## src/core/scgc_pkg.sv

```systemverilog
package scgc_pkg;
  localparam int unsigned SCGC_WORD_W = 40;
  localparam int unsigned SCGC_CODE_W = 11;
  localparam int unsigned SCGC_GAIN_W = 3;
  localparam int unsigned SCGC_ADDR_W = 8;
  localparam int unsigned SCGC_DATA_W = 32;

  localparam logic [7:0] SCGC_ADDR_CTRL = 8'h00;
  localparam logic [7:0] SCGC_ADDR_NOTCH = 8'h04;
  localparam logic [7:0] SCGC_ADDR_DATA_LO = 8'h08;
  localparam logic [7:0] SCGC_ADDR_DATA_HI = 8'h0C;
  localparam logic [7:0] SCGC_ADDR_STATUS = 8'h10;

  localparam int unsigned SCGC_GAIN_LSB = 0;
  localparam int unsigned SCGC_BURNOUT_BIT = 4;
  localparam int unsigned SCGC_BIPOLAR_BIT = 5;
  localparam int unsigned SCGC_TWOS_BIT = 6;
  localparam int unsigned SCGC_ST_NEW_BIT = 0;
  localparam int unsigned SCGC_ST_SETTLED_BIT = 1;

  localparam logic [2:0] SCGC_GAIN_RESET = 3'h0;
  localparam logic SCGC_BIPOLAR_RESET = 1'b1;
  localparam logic SCGC_TWOS_RESET = 1'b0;
  localparam logic SCGC_BURNOUT_RESET = 1'b0;
  localparam logic [10:0] SCGC_NOTCH_RESET = 11'h28B;
  localparam logic [10:0] SCGC_NOTCH_MIN = 11'h00A;

  localparam int unsigned SCGC_MOD_DIV = 128;
  localparam int unsigned SCGC_DIV_G1 = 128;
  localparam int unsigned SCGC_DIV_G2 = 64;
  localparam int unsigned SCGC_DIV_G4 = 32;
  localparam int unsigned SCGC_DIV_G8 = 16;
  localparam int unsigned SCGC_DECIM_MULT = 4;
  localparam int unsigned SCGC_FRONT_MAX = 3;
  localparam logic [1:0] SCGC_SETTLE_OUTPUTS = 2'h3;

  typedef enum logic [1:0] {
    SCGC_SETTLE = 2'b01,
    SCGC_RUN = 2'b10
  } scgc_state_t;
endpackage : scgc_pkg

```

## src/core/scgc_comb.sv

```systemverilog
`timescale 1ns/10ps
module scgc_comb #(
  parameter int unsigned WIDTH = 40
) (
  input wire logic clock,
  input wire logic rst,
  input wire logic clear,
  input wire logic enable,
  input wire logic [WIDTH-1:0] x,
  output logic [WIDTH-1:0] y
);
  logic [WIDTH-1:0] delayed;
  logic [WIDTH-1:0] next_delayed;

  if (WIDTH < 2) begin : g_width_check
    $error("scgc_comb width too small");
  end

  // Differentiator: the wrapped difference stays exact in modular arithmetic.
  always_comb begin
    next_delayed = delayed;
    if (clear) begin
      next_delayed = '0;
    end else if (enable) begin
      next_delayed = x;
    end
  end

  always_ff @(posedge clock) begin
    if (rst) begin
      delayed <= '0;
    end else begin
      delayed <= next_delayed;
    end
  end

  assign y = x - delayed;
endmodule : scgc_comb

```

## src/core/scgc_top.sv

```systemverilog
`timescale 1ns/10ps
// How it works
// - A modulator strobe every 128 master clocks takes one modulator bit.
// - Each modulator bit becomes a signed 40-bit word of plus or minus one.
// - The decimator is a three-stage integrator-comb chain with adders only.
// - Decimation spans 512 times the notch code master clocks.
// - The notch code is 11 bits and codes below 10 are raised to 10.
// - One filtered word is emitted per notch period.
// - Gains 1 to 8 go to the front end and gains 16 to 128 are digital left shifts.
// - The front-end sample strobe runs at master over 128, 64, 32 or 16 by gain.
// - Gain is a software field of the control register.
// - A polarity bit picks bipolar or unipolar and also drives the bipolar_mode output to the front end.
// - Control bit 4 drives the burn-out source and clears at reset.
// - The 40-bit wrapping datapath never saturates inside the filter.
// - Output coding is two's complement or offset binary when bipolar, straight binary when unipolar.
// - After a restart the first three words are withheld so output settles within 3 to 4 periods.
module scgc_top
  import scgc_pkg::*;
(
  input wire logic clock,
  input wire logic rst,
  input wire logic [scgc_pkg::SCGC_ADDR_W-1:0] paddr,
  input wire logic psel,
  input wire logic penable,
  input wire logic pwrite,
  input wire logic [scgc_pkg::SCGC_DATA_W-1:0] pwdata,
  output logic [scgc_pkg::SCGC_DATA_W-1:0] prdata,
  output logic pready,
  output logic pslverr,
  input wire logic mod_bit,
  output logic mod_strobe,
  output logic sample_strobe,
  output logic [1:0] front_gain_amplifier,
  output logic burnout_source_enable,
  output logic bipolar_mode,
  output logic [scgc_pkg::SCGC_WORD_W-1:0] data_word,
  output logic data_valid
);
  import scgc_pkg::*;

  localparam int unsigned W = SCGC_WORD_W;

  // Control and bus state.
  logic [2:0] gain_code, next_gain_code;
  logic bipolar, next_bipolar;
  logic twos, next_twos;
  logic burnout, next_burnout;
  logic [10:0] notch_code, next_notch_code;
  logic restart, next_restart;
  logic [31:0] next_prdata;
  logic next_pready, next_pslverr;
  logic new_flag, next_new_flag;
  logic [W-1:0] next_data_word;
  logic next_data_valid;

  // Timing and filter state.
  logic mod_sync1, mod_sync2;
  logic [6:0] mod_cnt, next_mod_cnt;
  logic next_mod_strobe, next_sample_strobe;
  logic [12:0] decim_cnt, next_decim_cnt;
  logic [W-1:0] integ [0:2];
  logic [W-1:0] next_integ [0:2];
  logic [W-1:0] comb_y [0:3];
  logic dec_tick;
  logic [1:0] settle_cnt, next_settle_cnt;
  scgc_state_t state, next_state;

  logic wr_take, rd_take;
  logic [12:0] decim_last;
  logic [6:0] sample_mask;
  logic [2:0] dig_shift;
  logic [W+3:0] scaled;
  logic [W-1:0] sat_word, coded;
  logic [W-1:0] bit_word;

  if (W < 40) begin : g_width_check
    $error("scgc_top word width must hold the sinc3 growth");
  end

  assign wr_take = psel && penable && pwrite && !pready;
  assign rd_take = psel && penable && !pwrite && !pready;

  // APB slave: one wait state, write lands at the edge where pready is sampled high.
  always_comb begin
    next_gain_code = gain_code;
    next_bipolar = bipolar;
    next_twos = twos;
    next_burnout = burnout;
    next_notch_code = notch_code;
    next_restart = 1'b0;
    next_pready = psel && penable && !pready;
    next_pslverr = 1'b0;
    next_prdata = 32'h0000_0000;
    if (psel && penable && pready && pwrite) begin
      case (paddr)
        SCGC_ADDR_CTRL: begin
          next_gain_code = pwdata[SCGC_GAIN_LSB +: SCGC_GAIN_W];
          next_burnout = pwdata[SCGC_BURNOUT_BIT];
          next_bipolar = pwdata[SCGC_BIPOLAR_BIT];
          next_twos = pwdata[SCGC_TWOS_BIT];
          next_restart = 1'b1;
        end
        SCGC_ADDR_NOTCH: begin
          if (pwdata[10:0] < SCGC_NOTCH_MIN) begin
            next_notch_code = SCGC_NOTCH_MIN;
          end else begin
            next_notch_code = pwdata[10:0];
          end
          next_restart = 1'b1;
        end
        default: begin
          next_restart = 1'b0;
        end
      endcase
    end
    if (wr_take || rd_take) begin
      case (paddr)
        SCGC_ADDR_CTRL: begin
          next_prdata[SCGC_GAIN_LSB +: SCGC_GAIN_W] = gain_code;
          next_prdata[SCGC_BURNOUT_BIT] = burnout;
          next_prdata[SCGC_BIPOLAR_BIT] = bipolar;
          next_prdata[SCGC_TWOS_BIT] = twos;
        end
        SCGC_ADDR_NOTCH: next_prdata[10:0] = notch_code;
        SCGC_ADDR_DATA_LO: next_prdata = data_word[31:0];
        SCGC_ADDR_DATA_HI: next_prdata[W-33:0] = data_word[W-1:32];
        SCGC_ADDR_STATUS: begin
          next_prdata[SCGC_ST_NEW_BIT] = new_flag;
          next_prdata[SCGC_ST_SETTLED_BIT] = (state == SCGC_RUN);
        end
        default: next_pslverr = 1'b1;
      endcase
      if (!pwrite) begin
        next_prdata = next_pslverr ? 32'h0000_0000 : next_prdata;
      end else begin
        next_prdata = 32'h0000_0000;
      end
    end
  end

  always_ff @(posedge clock) begin
    if (rst) begin
      gain_code <= SCGC_GAIN_RESET;
      bipolar <= SCGC_BIPOLAR_RESET;
      twos <= SCGC_TWOS_RESET;
      burnout <= SCGC_BURNOUT_RESET;
      notch_code <= SCGC_NOTCH_RESET;
      restart <= 1'b0;
      prdata <= 32'h0000_0000;
      pready <= 1'b0;
      pslverr <= 1'b0;
    end else begin
      gain_code <= next_gain_code;
      bipolar <= next_bipolar;
      twos <= next_twos;
      burnout <= next_burnout;
      notch_code <= next_notch_code;
      restart <= next_restart;
      prdata <= next_prdata;
      pready <= next_pready;
      pslverr <= next_pslverr;
    end
  end

  // Modulator bit comes from the analog side and is synchronised first.
  always_ff @(posedge clock) begin
    if (rst) begin
      mod_sync1 <= 1'b0;
      mod_sync2 <= 1'b0;
    end else begin
      mod_sync1 <= mod_bit;
      mod_sync2 <= mod_sync1;
    end
  end

  // Front-end sampling speeds up with gain; the modulator output rate stays fixed.
  always_comb begin
    case (gain_code)
      3'h0: sample_mask = 7'(SCGC_DIV_G1 - 1);
      3'h1: sample_mask = 7'(SCGC_DIV_G2 - 1);
      3'h2: sample_mask = 7'(SCGC_DIV_G4 - 1);
      default: sample_mask = 7'(SCGC_DIV_G8 - 1);
    endcase
    next_mod_cnt = restart ? 7'h00 : 7'(mod_cnt + 7'h01);
    next_mod_strobe = !restart && (mod_cnt == 7'(SCGC_MOD_DIV - 1));
    next_sample_strobe = !restart && ((mod_cnt & sample_mask) == sample_mask);
  end

  always_ff @(posedge clock) begin
    if (rst) begin
      mod_cnt <= 7'h00;
      mod_strobe <= 1'b0;
      sample_strobe <= 1'b0;
      front_gain_amplifier <= 2'h0;
      burnout_source_enable <= 1'b0;
      bipolar_mode <= 1'b1;
    end else begin
      mod_cnt <= next_mod_cnt;
      mod_strobe <= next_mod_strobe;
      sample_strobe <= next_sample_strobe;
      front_gain_amplifier <= (gain_code > 3'(SCGC_FRONT_MAX)) ? 2'(SCGC_FRONT_MAX) : gain_code[1:0];
      burnout_source_enable <= burnout;
      bipolar_mode <= bipolar;
    end
  end

  // Integrator section runs once per modulator bit.
  assign bit_word = mod_sync2 ? {{(W-1){1'b0}}, 1'b1} : {W{1'b1}};
  assign decim_last = 13'(SCGC_DECIM_MULT * notch_code - 1);
  assign dec_tick = mod_strobe && (decim_cnt == decim_last);

  always_comb begin
    next_integ[0] = integ[0];
    next_integ[1] = integ[1];
    next_integ[2] = integ[2];
    next_decim_cnt = decim_cnt;
    if (restart) begin
      next_integ[0] = '0;
      next_integ[1] = '0;
      next_integ[2] = '0;
      next_decim_cnt = 13'h0000;
    end else if (mod_strobe) begin
      next_integ[0] = integ[0] + bit_word;
      next_integ[1] = integ[1] + integ[0];
      next_integ[2] = integ[2] + integ[1];
      next_decim_cnt = dec_tick ? 13'h0000 : 13'(decim_cnt + 13'h0001);
    end
  end

  always_ff @(posedge clock) begin
    if (rst) begin
      integ[0] <= '0;
      integ[1] <= '0;
      integ[2] <= '0;
      decim_cnt <= 13'h0000;
    end else begin
      integ[0] <= next_integ[0];
      integ[1] <= next_integ[1];
      integ[2] <= next_integ[2];
      decim_cnt <= next_decim_cnt;
    end
  end

  assign comb_y[0] = integ[2];

  generate
    for (genvar k = 0; k < 3; k++) begin : g_comb
      scgc_comb #(
        .WIDTH(W)
      ) u_comb (
        .clock(clock),
        .rst(rst),
        .clear(restart),
        .enable(dec_tick),
        .x(comb_y[k]),
        .y(comb_y[k+1])
      );
    end
  endgenerate

  // Digital gain for 16 and up, then output coding.
  always_comb begin
    dig_shift = (gain_code > 3'(SCGC_FRONT_MAX)) ? 3'(gain_code - 3'(SCGC_FRONT_MAX)) : 3'h0;
    scaled = {{4{comb_y[3][W-1]}}, comb_y[3]} <<< dig_shift;
    if (scaled[W+3:W-1] != {5{scaled[W+3]}}) begin
      sat_word = scaled[W+3] ? {1'b1, {(W-1){1'b0}}} : {1'b0, {(W-1){1'b1}}};
    end else begin
      sat_word = scaled[W-1:0];
    end
    if (!bipolar) begin
      coded = sat_word[W-1] ? '0 : sat_word;
    end else if (twos) begin
      coded = sat_word;
    end else begin
      coded = {~sat_word[W-1], sat_word[W-2:0]};
    end
  end

  // Settling: the first three words after a restart carry pipeline history.
  always_comb begin
    next_state = state;
    next_settle_cnt = settle_cnt;
    next_data_word = data_word;
    next_data_valid = 1'b0;
    next_new_flag = new_flag;
    if (rd_take && (paddr == SCGC_ADDR_DATA_LO)) begin
      next_new_flag = 1'b0;
    end
    if (restart) begin
      next_state = SCGC_SETTLE;
      next_settle_cnt = 2'h0;
    end else if (dec_tick) begin
      case (state)
        SCGC_SETTLE: begin
          next_settle_cnt = 2'(settle_cnt + 2'h1);
          if (settle_cnt == SCGC_SETTLE_OUTPUTS - 2'h1) begin
            next_state = SCGC_RUN;
          end
        end
        SCGC_RUN: begin
          next_data_word = coded;
          next_data_valid = 1'b1;
          next_new_flag = 1'b1;
        end
        default: next_state = SCGC_SETTLE;
      endcase
    end
  end

  always_ff @(posedge clock) begin
    if (rst) begin
      state <= SCGC_SETTLE;
      settle_cnt <= 2'h0;
      data_word <= '0;
      data_valid <= 1'b0;
      new_flag <= 1'b0;
    end else begin
      state <= next_state;
      settle_cnt <= next_settle_cnt;
      data_word <= next_data_word;
      data_valid <= next_data_valid;
      new_flag <= next_new_flag;
    end
  end
endmodule : scgc_top

```

## config.mk

```make
export PLATFORM = sky130hd
export DESIGN_NAME = scgc_top
export DESIGN_NICKNAME = d
export VERILOG_FILES = /design/src/core/scgc_pkg.sv /design/src/core/scgc_comb.sv /design/src/core/scgc_top.sv
export SDC_FILE = /design/constraint.sdc
export NUM_CORES = 1
export LEC_CHECK = 0
export BUFFER_PORTS_ARGS = -buffer_cell sky130_fd_sc_hd__buf_2
export CAP_MARGIN = 10
export CORE_UTILIZATION = 57
export DETAILED_ROUTE_END_ITERATION = 6
export PLACE_DENSITY = 0.78
export REMOVE_ABC_BUFFERS = 1
export SLEW_MARGIN = 5
export SYNTH_ARGS = -nofsm -noshare
export SYNTH_HDL_FRONTEND = slang
export SYNTH_SLANG_ARGS = --single-unit
```

## constraint.sdc

```tcl
create_clock -name clock -period 8.1 [get_ports clock]
set_input_delay 1.62 -clock clock [delete_from_list [all_inputs] [get_ports clock]]
set_output_delay 1.62 -clock clock [all_outputs]
set_load 0.01 [all_outputs]
```

Word level (Yosys, flattened, before mapping)
Memories as Yosys holds them, arrays and structs flattened.
Index checks and enable logic that the tools add are counted.
{"block": "classes", "n_reduce_logical": 31, "n_shift": 1, "n_addsub": 11, "order_cmp": 2, "bitwise_logic": 11, "n_eq_ne": 14, "n_mux": 35}
{"cell": "40-bit 2-to-1 mux", "n": 8}
{"cell": "120-bit 2-to-1 mux", "n": 2}
{"cell": "40-bit adder", "n": 3}
{"cell": "40-bit subtractor", "n": 3}
{"cell": "44-bit by 3-bit <<< shifter with 44-bit output", "n": 1}
{"cell": "39-bit 2-to-1 mux", "n": 1}
{"cell": "7-bit case mux with 3 select lines", "n": 1}
{"cell": "8-bit by 4-bit equality test with 1-bit output (second input constant)", "n": 2}
{"cell": "13-bit by 1-bit adder with 13-bit output (second input constant)", "n": 1}
{"cell": "13-bit equality test", "n": 1}
{"cell": "13-bit 2-to-1 mux", "n": 1}
{"cell": "13-bit by 1-bit subtractor with 13-bit output (second input constant)", "n": 1}
{"cell": "1-bit logical AND", "n": 12}
{"cell": "3-bit case mux with 4 select lines", "n": 1}
{"cell": "11-bit by 4-bit less-than comparator with 1-bit output (second input constant)", "n": 1}
{"cell": "1-bit 2-to-1 mux", "n": 11}
{"cell": "11-bit 2-to-1 mux", "n": 1}
{"cell": "2-bit case mux with 5 select lines", "n": 1}
{"cell": "5-bit OR reduction", "n": 2}
{"cell": "8-bit by 3-bit equality test with 1-bit output (second input constant)", "n": 1}
{"cell": "8-bit by 5-bit equality test with 1-bit output (second input constant)", "n": 1}
{"cell": "8-bit logical NOT", "n": 1}
{"cell": "2-bit OR reduction", "n": 4}
{"cell": "7-bit by 1-bit adder with 7-bit output (second input constant)", "n": 1}
{"cell": "27 further kinds", "n": 43}
{"block": "totals", "input_bits": 46, "mem_count": 1, "regBits": 246, "elab_cells": 133, "mem_bits_rw": 120}
{"memory": "integ", "words": 3, "width": 40, "rd": 3, "rd_ports_with_merged_regs": 0, "write_ports": 3, "line": "scgc_top.sv:61", "source": "logic [W-1:0] integ [0:2];"}

Logic depth before layout (Yosys ltp)
Gate-level depths: netlist (run 1).
{"block": "logic_depth", "depth_word": 9, "mapped_depth": 44, "mapped_depth_nobuf": 41}

By module
A second synthesis (run 1) with hierarchy kept.
{"block": "hier_totals", "hier_cells": 3495, "area_unflattened_um2": 28239.6}
{"module": "scgc_top", "area_per_inst_um2": 16731.0, "seq_area_each_um2": 4924.7, "cells_per_inst": 2034, "n_inst": 1}
{"module": "scgc_comb", "area_per_inst_um2": 3836.2, "seq_area_each_um2": 800.8, "cells_per_inst": 487, "n_inst": 3}

Worst setup path before layout (run 1)
OpenSTA, ideal clock, no wires.
{"block": "synth_timing", "path_type": "reg2reg", "start": "mem integ[0][80] (netlist name)", "end": "reg data_word[25] (netlist name)", "path_buffers": 2, "path_stages_with_launch": 41, "arrival_ps": 8133, "setup_ps": 73, "slack_ps": -106, "cell_sequence": "dfxtp_1 > inv_1 > ha_1 > fa_1 > nor2b_1 > o21ai_0 > a21boi_0 > o21ai_0 > a21boi_0 > o21ai_0 > a21boi_0 > o21ai_0 > o21ai_0 > a21o_1 > a21oi_1 > xnor2_1 > ha_1 > a21o_1 > (+5 left out) > a21oi_1 > o21ai_0 > a21o_1 > a21oi_1 > xnor2_1 > ha_1 > clkbuf_1 > nand3_1 > nor4_1 > o21ai_0 > o211ai_2 > xnor3_2 > o221ai_4 > mux2i_2 > or3_4 > a211o_4 > buf_6 > o211ai_2"}
{"item": "start: declaration", "line": "scgc_top.sv:61"}
{"item": "end signal: assignment", "line": "scgc_top.sv:320", "source": "data_word <= next_data_word;"}
{"item": "end: declaration", "line": "scgc_top.sv:36", "source": "output logic [scgc_pkg::SCGC_WORD_W-1:0] data_word,"}

==> results of run 1 <==
-- worst reg2reg max path, delay by kind of cell, from the launching register on --
family                     cells  cell delay [ns]
AOI/OAI and AO/OA             20             3.50
and+or+nand+nor                9             2.10
muxes                          1             0.12
adders and majority gates      4             1.20
buffers and inverters          6             0.73
DFF                            1             0.33
xor gates and xnor gates       2             0.37
-- registers in the layout, summed over array words and instances (netlist names), 2 cells and up --
name and count:
data_word 40, decim_cnt 13, front_gain_amplifier 2, g_comb.u_comb.delayed 120
gain_code 3, integ 120, mod_cnt 7, notch_code 11
prdata 32, settle_cnt 2, state 2
-- synth_stat cells, types with 37 or more instances --
cell,count,area (um^2)
a21oi_1,350,1752
clkbuf_1,106,397.9
o21a_1,41,307.8
nand3_1,62,310.3
ha_1,242,3028
nor2_1,295,1107
and3_1,37,231.5
nor3_1,54,270.3
nand2_1,428,1607
mux2i_1,125,1251
xor2_1,72,630.6
o21ai_0,140,700.7
xnor2_1,149,1305
a21o_1,123,923.4
nand2b_1,45,281.5
inv_1,192,720.7
dfxtp_1,366,7327
and2_1,39,244.0
-- path summary, 6_finish.rpt --
check               start           end  slack [ns]  cells after the start
max reg2reg  integ[0][80]  data_word[8]       -0.33                     42
max          integ[0][80]  data_word[8]       -0.33                     42
min            mod_cnt[0]    mod_cnt[0]        0.44                      1
min reg2reg    mod_cnt[0]    mod_cnt[0]        0.44                      1
-- per-stage QoR --
step	hold slack [ns]	util (%)	power, mW
final	0.4366	69.30	3.950
after global routing	0.4548	69.30	4.063
after CTS	0.4421	67.85	3.977
after detailed placement	0.4314	63.19	1.927
after global placement	0.4218	63.19	1.925
after floorplan	0.4130	-	1.896
-- cells by family after synthesis --
kind of cell	synth area share, %
flops	27.83
simple gates	18.96
buf+inv	4.733
fa+ha+maj	11.96
xor+xnor	7.527
mux	5.403
compound gates	23.59
-- power breakdown --
part           total (mW)  leakage [nW]  switching [mW]  internal [mW]
Combinational      0.0860          10.2          0.0591         0.0269
Sequential           1.80          2.95         0.00111           1.80
Clock                2.06         0.737           0.790           1.27
Total                3.95          13.9           0.851           3.10
-- cell type report --
class	count	area [um^2]	area share, %
Clock inverter	20	299.0	0.9488
Inverter	193	724.4	2.299
Clock buffer	55	1201	3.811
Multi-Input combinational cell	2655	18610	59.05
Timing Repair Buffer	368	2597	8.242
Sequential cell	366	7333	23.27
Tap cell	600	750.7	2.382
-- per-layer routing --
layer / GRT usage [%] / share of wire (%) / up-vias
li1: - / - / 12420
met1: 31.73 / 42 / 11630
met2: 49.74 / 50 / 648
met3: 3.829 / 4.4 / 182
met4: 11.62 / 3.4 / 0
met5: 0 / 0 / -
-- timing repair --
action / CTS / global route
pin swaps: 64 / 102
resized for setup: 79 / 94
buffers inserted: 33 / 19
setup endpoints to repair: 40 / 40
cloned: 3 / 1
hold buffers: 0 / 0
==> results_dict.tcl, run 1 <==
set metrics [dict create \
    max_slew_margin_pct 27.86 \
    netlist_area_um2 26330 \
    worstPathMaxFanout 7 \
    clockRootBuffer "clkbuf_16" \
    worst_slew_pin_slew_ns 1.078 \
    synthArstFlopShare_pct 0 \
    path_class "register to register" \
    leakagePower_nw 13.87 \
    clock_path_buffers 3 \
    synth.yosys.seq_area_share_pct 27.83 \
    synth_edf_count 0 \
    finalClockSkew_ns 0.02393 \
    ys_ff_latch 366 \
    slowest_delay_ns 0.49 \
    grt_overflow 0 \
    violations "setup timing" \
    cp_common_cell "inv_2" \
    die_w_um 216.9 \
    grt_max_degree 191 \
    cts_made_buffers 42 \
    antenna_found_initial 0 \
    place.gp.congestion 0.9200 \
    post_drt_wl_per_cell_um 15.75 \
    layout_min_cycle_time_ns 8.428 \
    cts_tree "done" \
    timing.critical_path.buf_inv 6 \
    syn_inst 3342 \
    peakVddDrop_v 0.0001344 \
    boundaryPins 127 \
    grt_pass1_vias 23790 \
    ys_warn_count 0 \
    clk_pin_slew_ns 0.06 \
    diodes 0 \
    rsz0062_at_grt "true" \
    start_util_pct 57.90 \
    fin_cells 4257 \
    antenna_left 0 \
    cp.required_ns 8.59 \
    end_kind "register" \
    drt-pass1-iter-count 6 \
    startpoint_type "register" \
    fin_area_um2 31520 \
    crit_arrival_ns 8.91 \
    layout_commonest_cell "nand2_1" \
    status "finished with violations" \
    post-route-period-util_pct 104.1 \
    coreArea_um2 45480 \
    dp_hpwl_um 46540 \
    drc 0 \
    hp-class "register to register" \
    drv_cap 0 \
    dpl_worst_slack_ns -0.9573 \
    final_cell_mix "nand2_1, dfxtp_1, a21oi_1" \
    drt_iter0_markers 1413 \
    die_area_um2 47060 \
    max_freq_mhz 118.7 \
    vias 24880 \
    cts_sinks 366 \
    grt_pass1_wl_um 109500 \
    synth_area_per_cell_um2 7.879 \
    nNetsFinal 3920 \
    setup_tns_ns -10.21 \
    finalSetupViolations 39 \
    wl_um 67050 \
    placed_cells 4128 \
    power_density_nw_per_um2 125.3 \
    synth_ff_type "dfxtp_1" \
    critical-path-top-delay-family "compound AO/OA/AOI/OAI gates" \
    drive_above_1_share_pct 17.28 \
    slew_violations 0 \
    rows 78 \
    placed_area_um2 28740 \
    clock_latency_ns 0.58 \
    ys_types 91 \
    fillers 3470 \
    slowest_stage "or4_4" \
    via_per_inst 5.845 \
    area_growth_pct 19.69 \
    grt_use_total_pct 27.29 \
    final-hold-violation-count 0 \
    die_y_um 216.9 \
    htreeDepth 2 \
    io_buffer_count 105 \
    setup_slack_ns -0.3281 \
]
No activity file was read; power rests on OpenSTA's default activity.
==> run 2, diff against run 1 <==
RECOVER_POWER = 50   (was default)
==> run 2 against run 1 <==
  * The flow finishes with violations (capacitance limit, slew limit, setup timing)
  * Die area did not move
  * Utilization is 0.28 points lower
  * Register-to-register slack about the same
  * Clock power is essentially flat
  * Fmax hardly changed
  * First-iteration DRC count increased by 1.8%
  * Power about the same
  * Critical path depth is the same
  * Sequential power is essentially flat
  * Clock-buffer cell count is the same
  * Non-clock buffer count is the same
  * Setup slack got worse by 0.0019 ns
==> results_dict.tcl, run 2 (synthesized netlist as in run 1, its figures left out) <==
set metrics [dict create \
    grt_pass1_wl_um 109500 \
    leakagePower_nw 13.49 \
    max_freq_mhz 118.6 \
    finalPower_mw 3.950 \
    nNetsFinal 3920 \
    crit-reg2reg-launch "integ[0][80]" \
    cts_sinks 366 \
    antenna_left 0 \
    setup_slack_ns -0.3300 \
    dp_hpwl_um 46540 \
    final_cell_mix "nand2_1, dfxtp_1, a21oi_1" \
    clock_latency_ns 0.58 \
    grt_overflow 0 \
    drc 0 \
    hp-class "register to register" \
    crit_arrival_ns 8.92 \
    grt_use_total_pct 27.29 \
    place.gp.congestion 0.9200 \
    rows 78 \
    io_buffer_count 105 \
    drt_iter0_markers 1439 \
    violations "capacitance limit, slew limit, setup timing" \
    wl_um 67180 \
    worstPathMaxFanout 7 \
    path_class "register to register" \
    vias 24910 \
    max_slew_margin_pct -139.7 \
    die_w_um 216.9 \
    clockPowerShare_pct 52.2 \
    grt_max_degree 191 \
    finalSetupViolations 39 \
    drv_cap 2 \
    cts_made_buffers 42 \
    clk_pin_slew_ns 0.06 \
    setup_tns_ns -9.984 \
    worst_slew_pin_slew_ns 3.596 \
    cts_tree "done" \
    post_drt_wl_per_cell_um 15.78 \
    hp-start "mod_cnt[0]" \
    status "finished with violations" \
    layout_min_cycle_time_ns 8.430 \
    grt_pass1_vias 23790 \
    startpoint_type "register" \
    end_kind "register" \
    layout_commonest_cell "nand2_1" \
    die_y_um 216.9 \
    rsz0062_at_grt "true" \
    start_util_pct 57.90 \
    switching_power_mw 0.8522 \
    diodes 0 \
    final-hold-violation-count 0 \
    slowest_stage "or4_4" \
    hold_path_depth 1 \
    switching_share_pct 21.57 \
    hold_buffers 0 \
    area_growth_pct 19.20 \
    slew_violations 255 \
    clock_path_buffers 3 \
    top_regs "g_comb.u_comb.delayed x120, integ x120, data_word x40" \
    drive_above_1_share_pct 14.93 \
    finalClockSkew_ns 0.02150 \
    combPwrFrac_pct 2.1 \
    coreArea_um2 45480 \
    cp_common_cell "inv_2" \
    die_area_um2 47060 \
    antenna_found_initial 0 \
    via_per_inst 5.851 \
    peakVddDrop_v 0.0001344 \
    seqPwrFrac_pct 45.6 \
    slowest_delay_ns 0.49 \
    clockRootBuffer "clkbuf_16" \
    htreeDepth 2 \
    ff2ff_path_depth 42 \
    post-route-period-util_pct 104.1 \
    boundaryPins 127 \
    crit_start "integ[0][80]" \
    power_density_nw_per_um2 125.8 \
    internal_power_mw 3.098 \
    drt-pass1-iter-count 5 \
    cp.required_ns 8.59 \
]
-- run 2: path summary, 6_finish.rpt --
path                   to  slack, ns
min            mod_cnt[0]       0.44
max reg2reg  data_word[8]      -0.33
max          data_word[8]      -0.33
min reg2reg    mod_cnt[0]       0.44
-- run 2: layer usage --
layer,wire (um),GRT usage (%),part of all wire [%],vias to the layer above
met4,2336,11.62,3.5,0
met1,28560,31.73,43,11690
met3,2794,3.829,4.2,188
li1,-,-,-,12420
met2,33490,49.74,50,612
met5,0,0,0,-
-- run 2: through the flow --
step,cell area [um^2],worst slack (ns),std cells,hold slack [ns],util (%)
after floorplan,25810,-6.056,3211,0.4130,-
after global placement,28740,-0.6991,4128,0.4218,63.19
after detailed placement,28740,-0.9573,4128,0.4314,63.19
after CTS,30860,0.009611,4239,0.4421,67.85
after global routing,31390,-0.6921,4257,0.4548,69.02
final,31390,-0.3300,4257,0.4367,69.02
-- run 2: cell type report --
cell class | count | area [um^2]
sequential | 366 | 7333
clock buffer | 55 | 1201
tap | 600 | 750.7
fill | 3513 | 14090
clock inverter | 20 | 299.0
multi-input combinational | 2655 | 18600
timing repair buffer | 368 | 2475
inverter | 193 | 724.4
-- run 2: worst max-delay path, delay by kind of cell (launching register included) --
| kind | cells | cell delay [ns] |
|---|---|---|
| AOI/OAI and AO/OA | 20 | 3.49 |
| and+or+nand+nor | 9 | 2.09 |
| adders and majority gates | 4 | 1.20 |
| buffers and inverters | 6 | 0.72 |
| xor gates and xnor gates | 2 | 0.37 |
| DFF | 1 | 0.33 |
| muxes | 1 | 0.12 |
-- run 2: power by group through the flow --
stage               logic [mW]  clock network, mW  registers (mW)
detailed placement      0.0847                  0            1.84
global route            0.0928               2.17            1.80
global placement        0.0820                  0            1.84
floorplan               0.0525                  0            1.84
finish                  0.0844               2.06            1.80
CTS                     0.0848               2.09            1.80
-- run 2: timing repair --
action,in CTS,in global routing
gates cloned,3,1
buffers inserted,33,19
pin swaps,64,102
resized for setup,79,94
setup endpoints to repair,40,40
==> run 3, diff against run 2 <==
CORE_ASPECT_RATIO = 1.25   (was default)
==> run 3 against run 2 <==
  * The run still ends with capacitance limit, slew limit, setup timing left
  * Sequential power hardly changed
  * Die area hardly changed
  * First-iteration DRC count fell by 24%
  * Flip-flop and latch count is the same
  * Power down 4.5%
  * Routed wire length fell by 0.11%
  * Global-route usage increased by 0.081 points
  * Cell area decreased by 0.27%
  * Critical path type unchanged
  * Via count is essentially flat
  * Sequential share of layout area increased by 0.063 points
  * Fmax up 3.7%
==> results_dict.tcl, run 3 (synthesized netlist as in run 1, its figures left out) <==
set metrics [dict create \
    status "finished with violations" \
    violations "capacitance limit, slew limit, setup timing" \
    leakagePower_nw 13.46 \
    crit_arrival_ns 8.56 \
    finalClockSkew_ns 0.01959 \
    rsz0062_at_grt "true" \
    grt_util_met1_pct 29.37 \
    layout_commonest_cell "nand2_1" \
    start_util_pct 58.01 \
    grt_pass1_vias 24540 \
    setup_tns_ns -0.1437 \
    peakVddDrop_v 0.0001078 \
    cp.required_ns 8.53 \
    max_slew_margin_pct -123.9 \
    clk_pin_slew_ns 0.06 \
    post-route-period-util_pct 100.4 \
    hp-class "register to register" \
    hold_buffers 0 \
    power_density_nw_per_um2 120.6 \
    nNetsFinal 3934 \
    post_drt_wl_per_cell_um 15.80 \
    antenna_left 0 \
    boundaryPins 127 \
    clock_path_buffers 3 \
    place.gp.congestion 0.9132 \
    slew_violations 211 \
    die_w_um 194.2 \
    die_area_um2 47060 \
    end_kind "register" \
    slowest_delay_ns 0.40 \
    rows 87 \
    drc 0 \
    max_freq_mhz 123.0 \
    wl_um 67110 \
    drt-pass1-iter-count 5 \
    clockRootBuffer "clkbuf_16" \
    use_met3_pct 2.729 \
    path_class "register to register" \
    drt_iter0_markers 1097 \
    finalSetupViolations 14 \
    drv_cap 2 \
    htreeDepth 2 \
    final-hold-violation-count 0 \
    drive_above_1_share_pct 15.26 \
    final_cell_mix "nand2_1, dfxtp_1, a21oi_1" \
    io_buffer_count 105 \
    final_util_pct 68.96 \
    grt_use_total_pct 27.37 \
    grt_overflow 0 \
    startpoint_type "register" \
    slowest_stage "a2111o_1" \
    coreArea_um2 45390 \
    top_usage_layer "met2" \
    area_growth_pct 18.88 \
    top_regs "g_comb.u_comb.delayed x120, integ x120, data_word x40" \
    worst_slew_pin_slew_ns 3.358 \
    vias 24900 \
    worstPathMaxFanout 12 \
    dp_hpwl_um 47630 \
    cts_sinks 366 \
    grt_pass1_wl_um 110400 \
    via_per_inst 5.862 \
    cts_made_buffers 39 \
    setup_slack_ns -0.02920 \
    layout_min_cycle_time_ns 8.129 \
    antenna_found_initial 0 \
    clock_latency_ns 0.56 \
    grt_use_met2_pct 52.87 \
    die_y_um 242.3 \
    grt_max_degree 166 \
    cts_tree "done" \
]
[run 3: worst paths after layout]
kind / start / endpoint / slack (ns) / depth (start not counted)
hold / removal: g_comb[0].u_comb.delayed[4] / g_comb[0].u_comb.delayed[4] / 0.45 / 2
hold reg to reg: g_comb[0].u_comb.delayed[4] / g_comb[0].u_comb.delayed[4] / 0.45 / 2
setup reg to reg: integ[0][80] / data_word[19] / -0.03 / 46
setup / recovery: integ[0][80] / data_word[19] / -0.03 / 46
[run 3: timing repair]
item	in CTS	in global routing
setup buffers	38	12
setup endpoints to repair	40	40
pin swaps	95	81
gates resized for setup	97	79
cloned	6	0
[run 3: per-layer routing]
| metal | routed length [um] | vias up |
|---|---|---|
| met2 | 34780 | 568 |
| li1 | - | 12460 |
| met5 | 0 | - |
| met1 | 27290 | 11690 |
| met3 | 2234 | 181 |
| met4 | 2800 | 0 |
[run 3: metrics by stage]
stage	hold WS [ns]	total power, mW	instance area (um^2)	instances	setup slack [ns]
finish	0.4483	3.774	31300	4248	-0.02920
global route	0.4663	3.878	31300	4247	-0.3595
CTS	0.4516	3.803	30950	4238	-0.04375
detailed placement	0.4437	1.928	28840	4125	-0.8891
global placement	0.4245	1.924	28840	4125	-0.6531
floorplan	0.4130	1.896	25810	3211	-6.056
[run 3: power by group]
group	total (mW)	switching [mW]	internal [mW]
clock	1.89	0.767	1.12
combinational	0.0848	0.0591	0.0257
sequential	1.80	0.00118	1.80
[run 3: worst max-delay path, delay by kind of cell (launching register included)]
kind | cells | cell delay [ns]
AOI/OAI and AO/OA | 27 | 4.18
xor gates and xnor gates | 2 | 0.36
adders and majority gates | 4 | 1.03
buffers and inverters | 6 | 0.88
DFF | 1 | 0.33
muxes | 1 | 0.13
and+or+nand+nor | 6 | 1.08
[run 3: layout make-up]
cell class                 instances  area, um^2
antenna                            1       2.502
clock buffer                      49        1054
clock inverter                    21       282.8
fill                            3498       14090
inverter                         193       724.4
multi-input combinational       2655       18600
sequential                       366        7333
tap                              578       723.2
timing repair buffer             385        2585
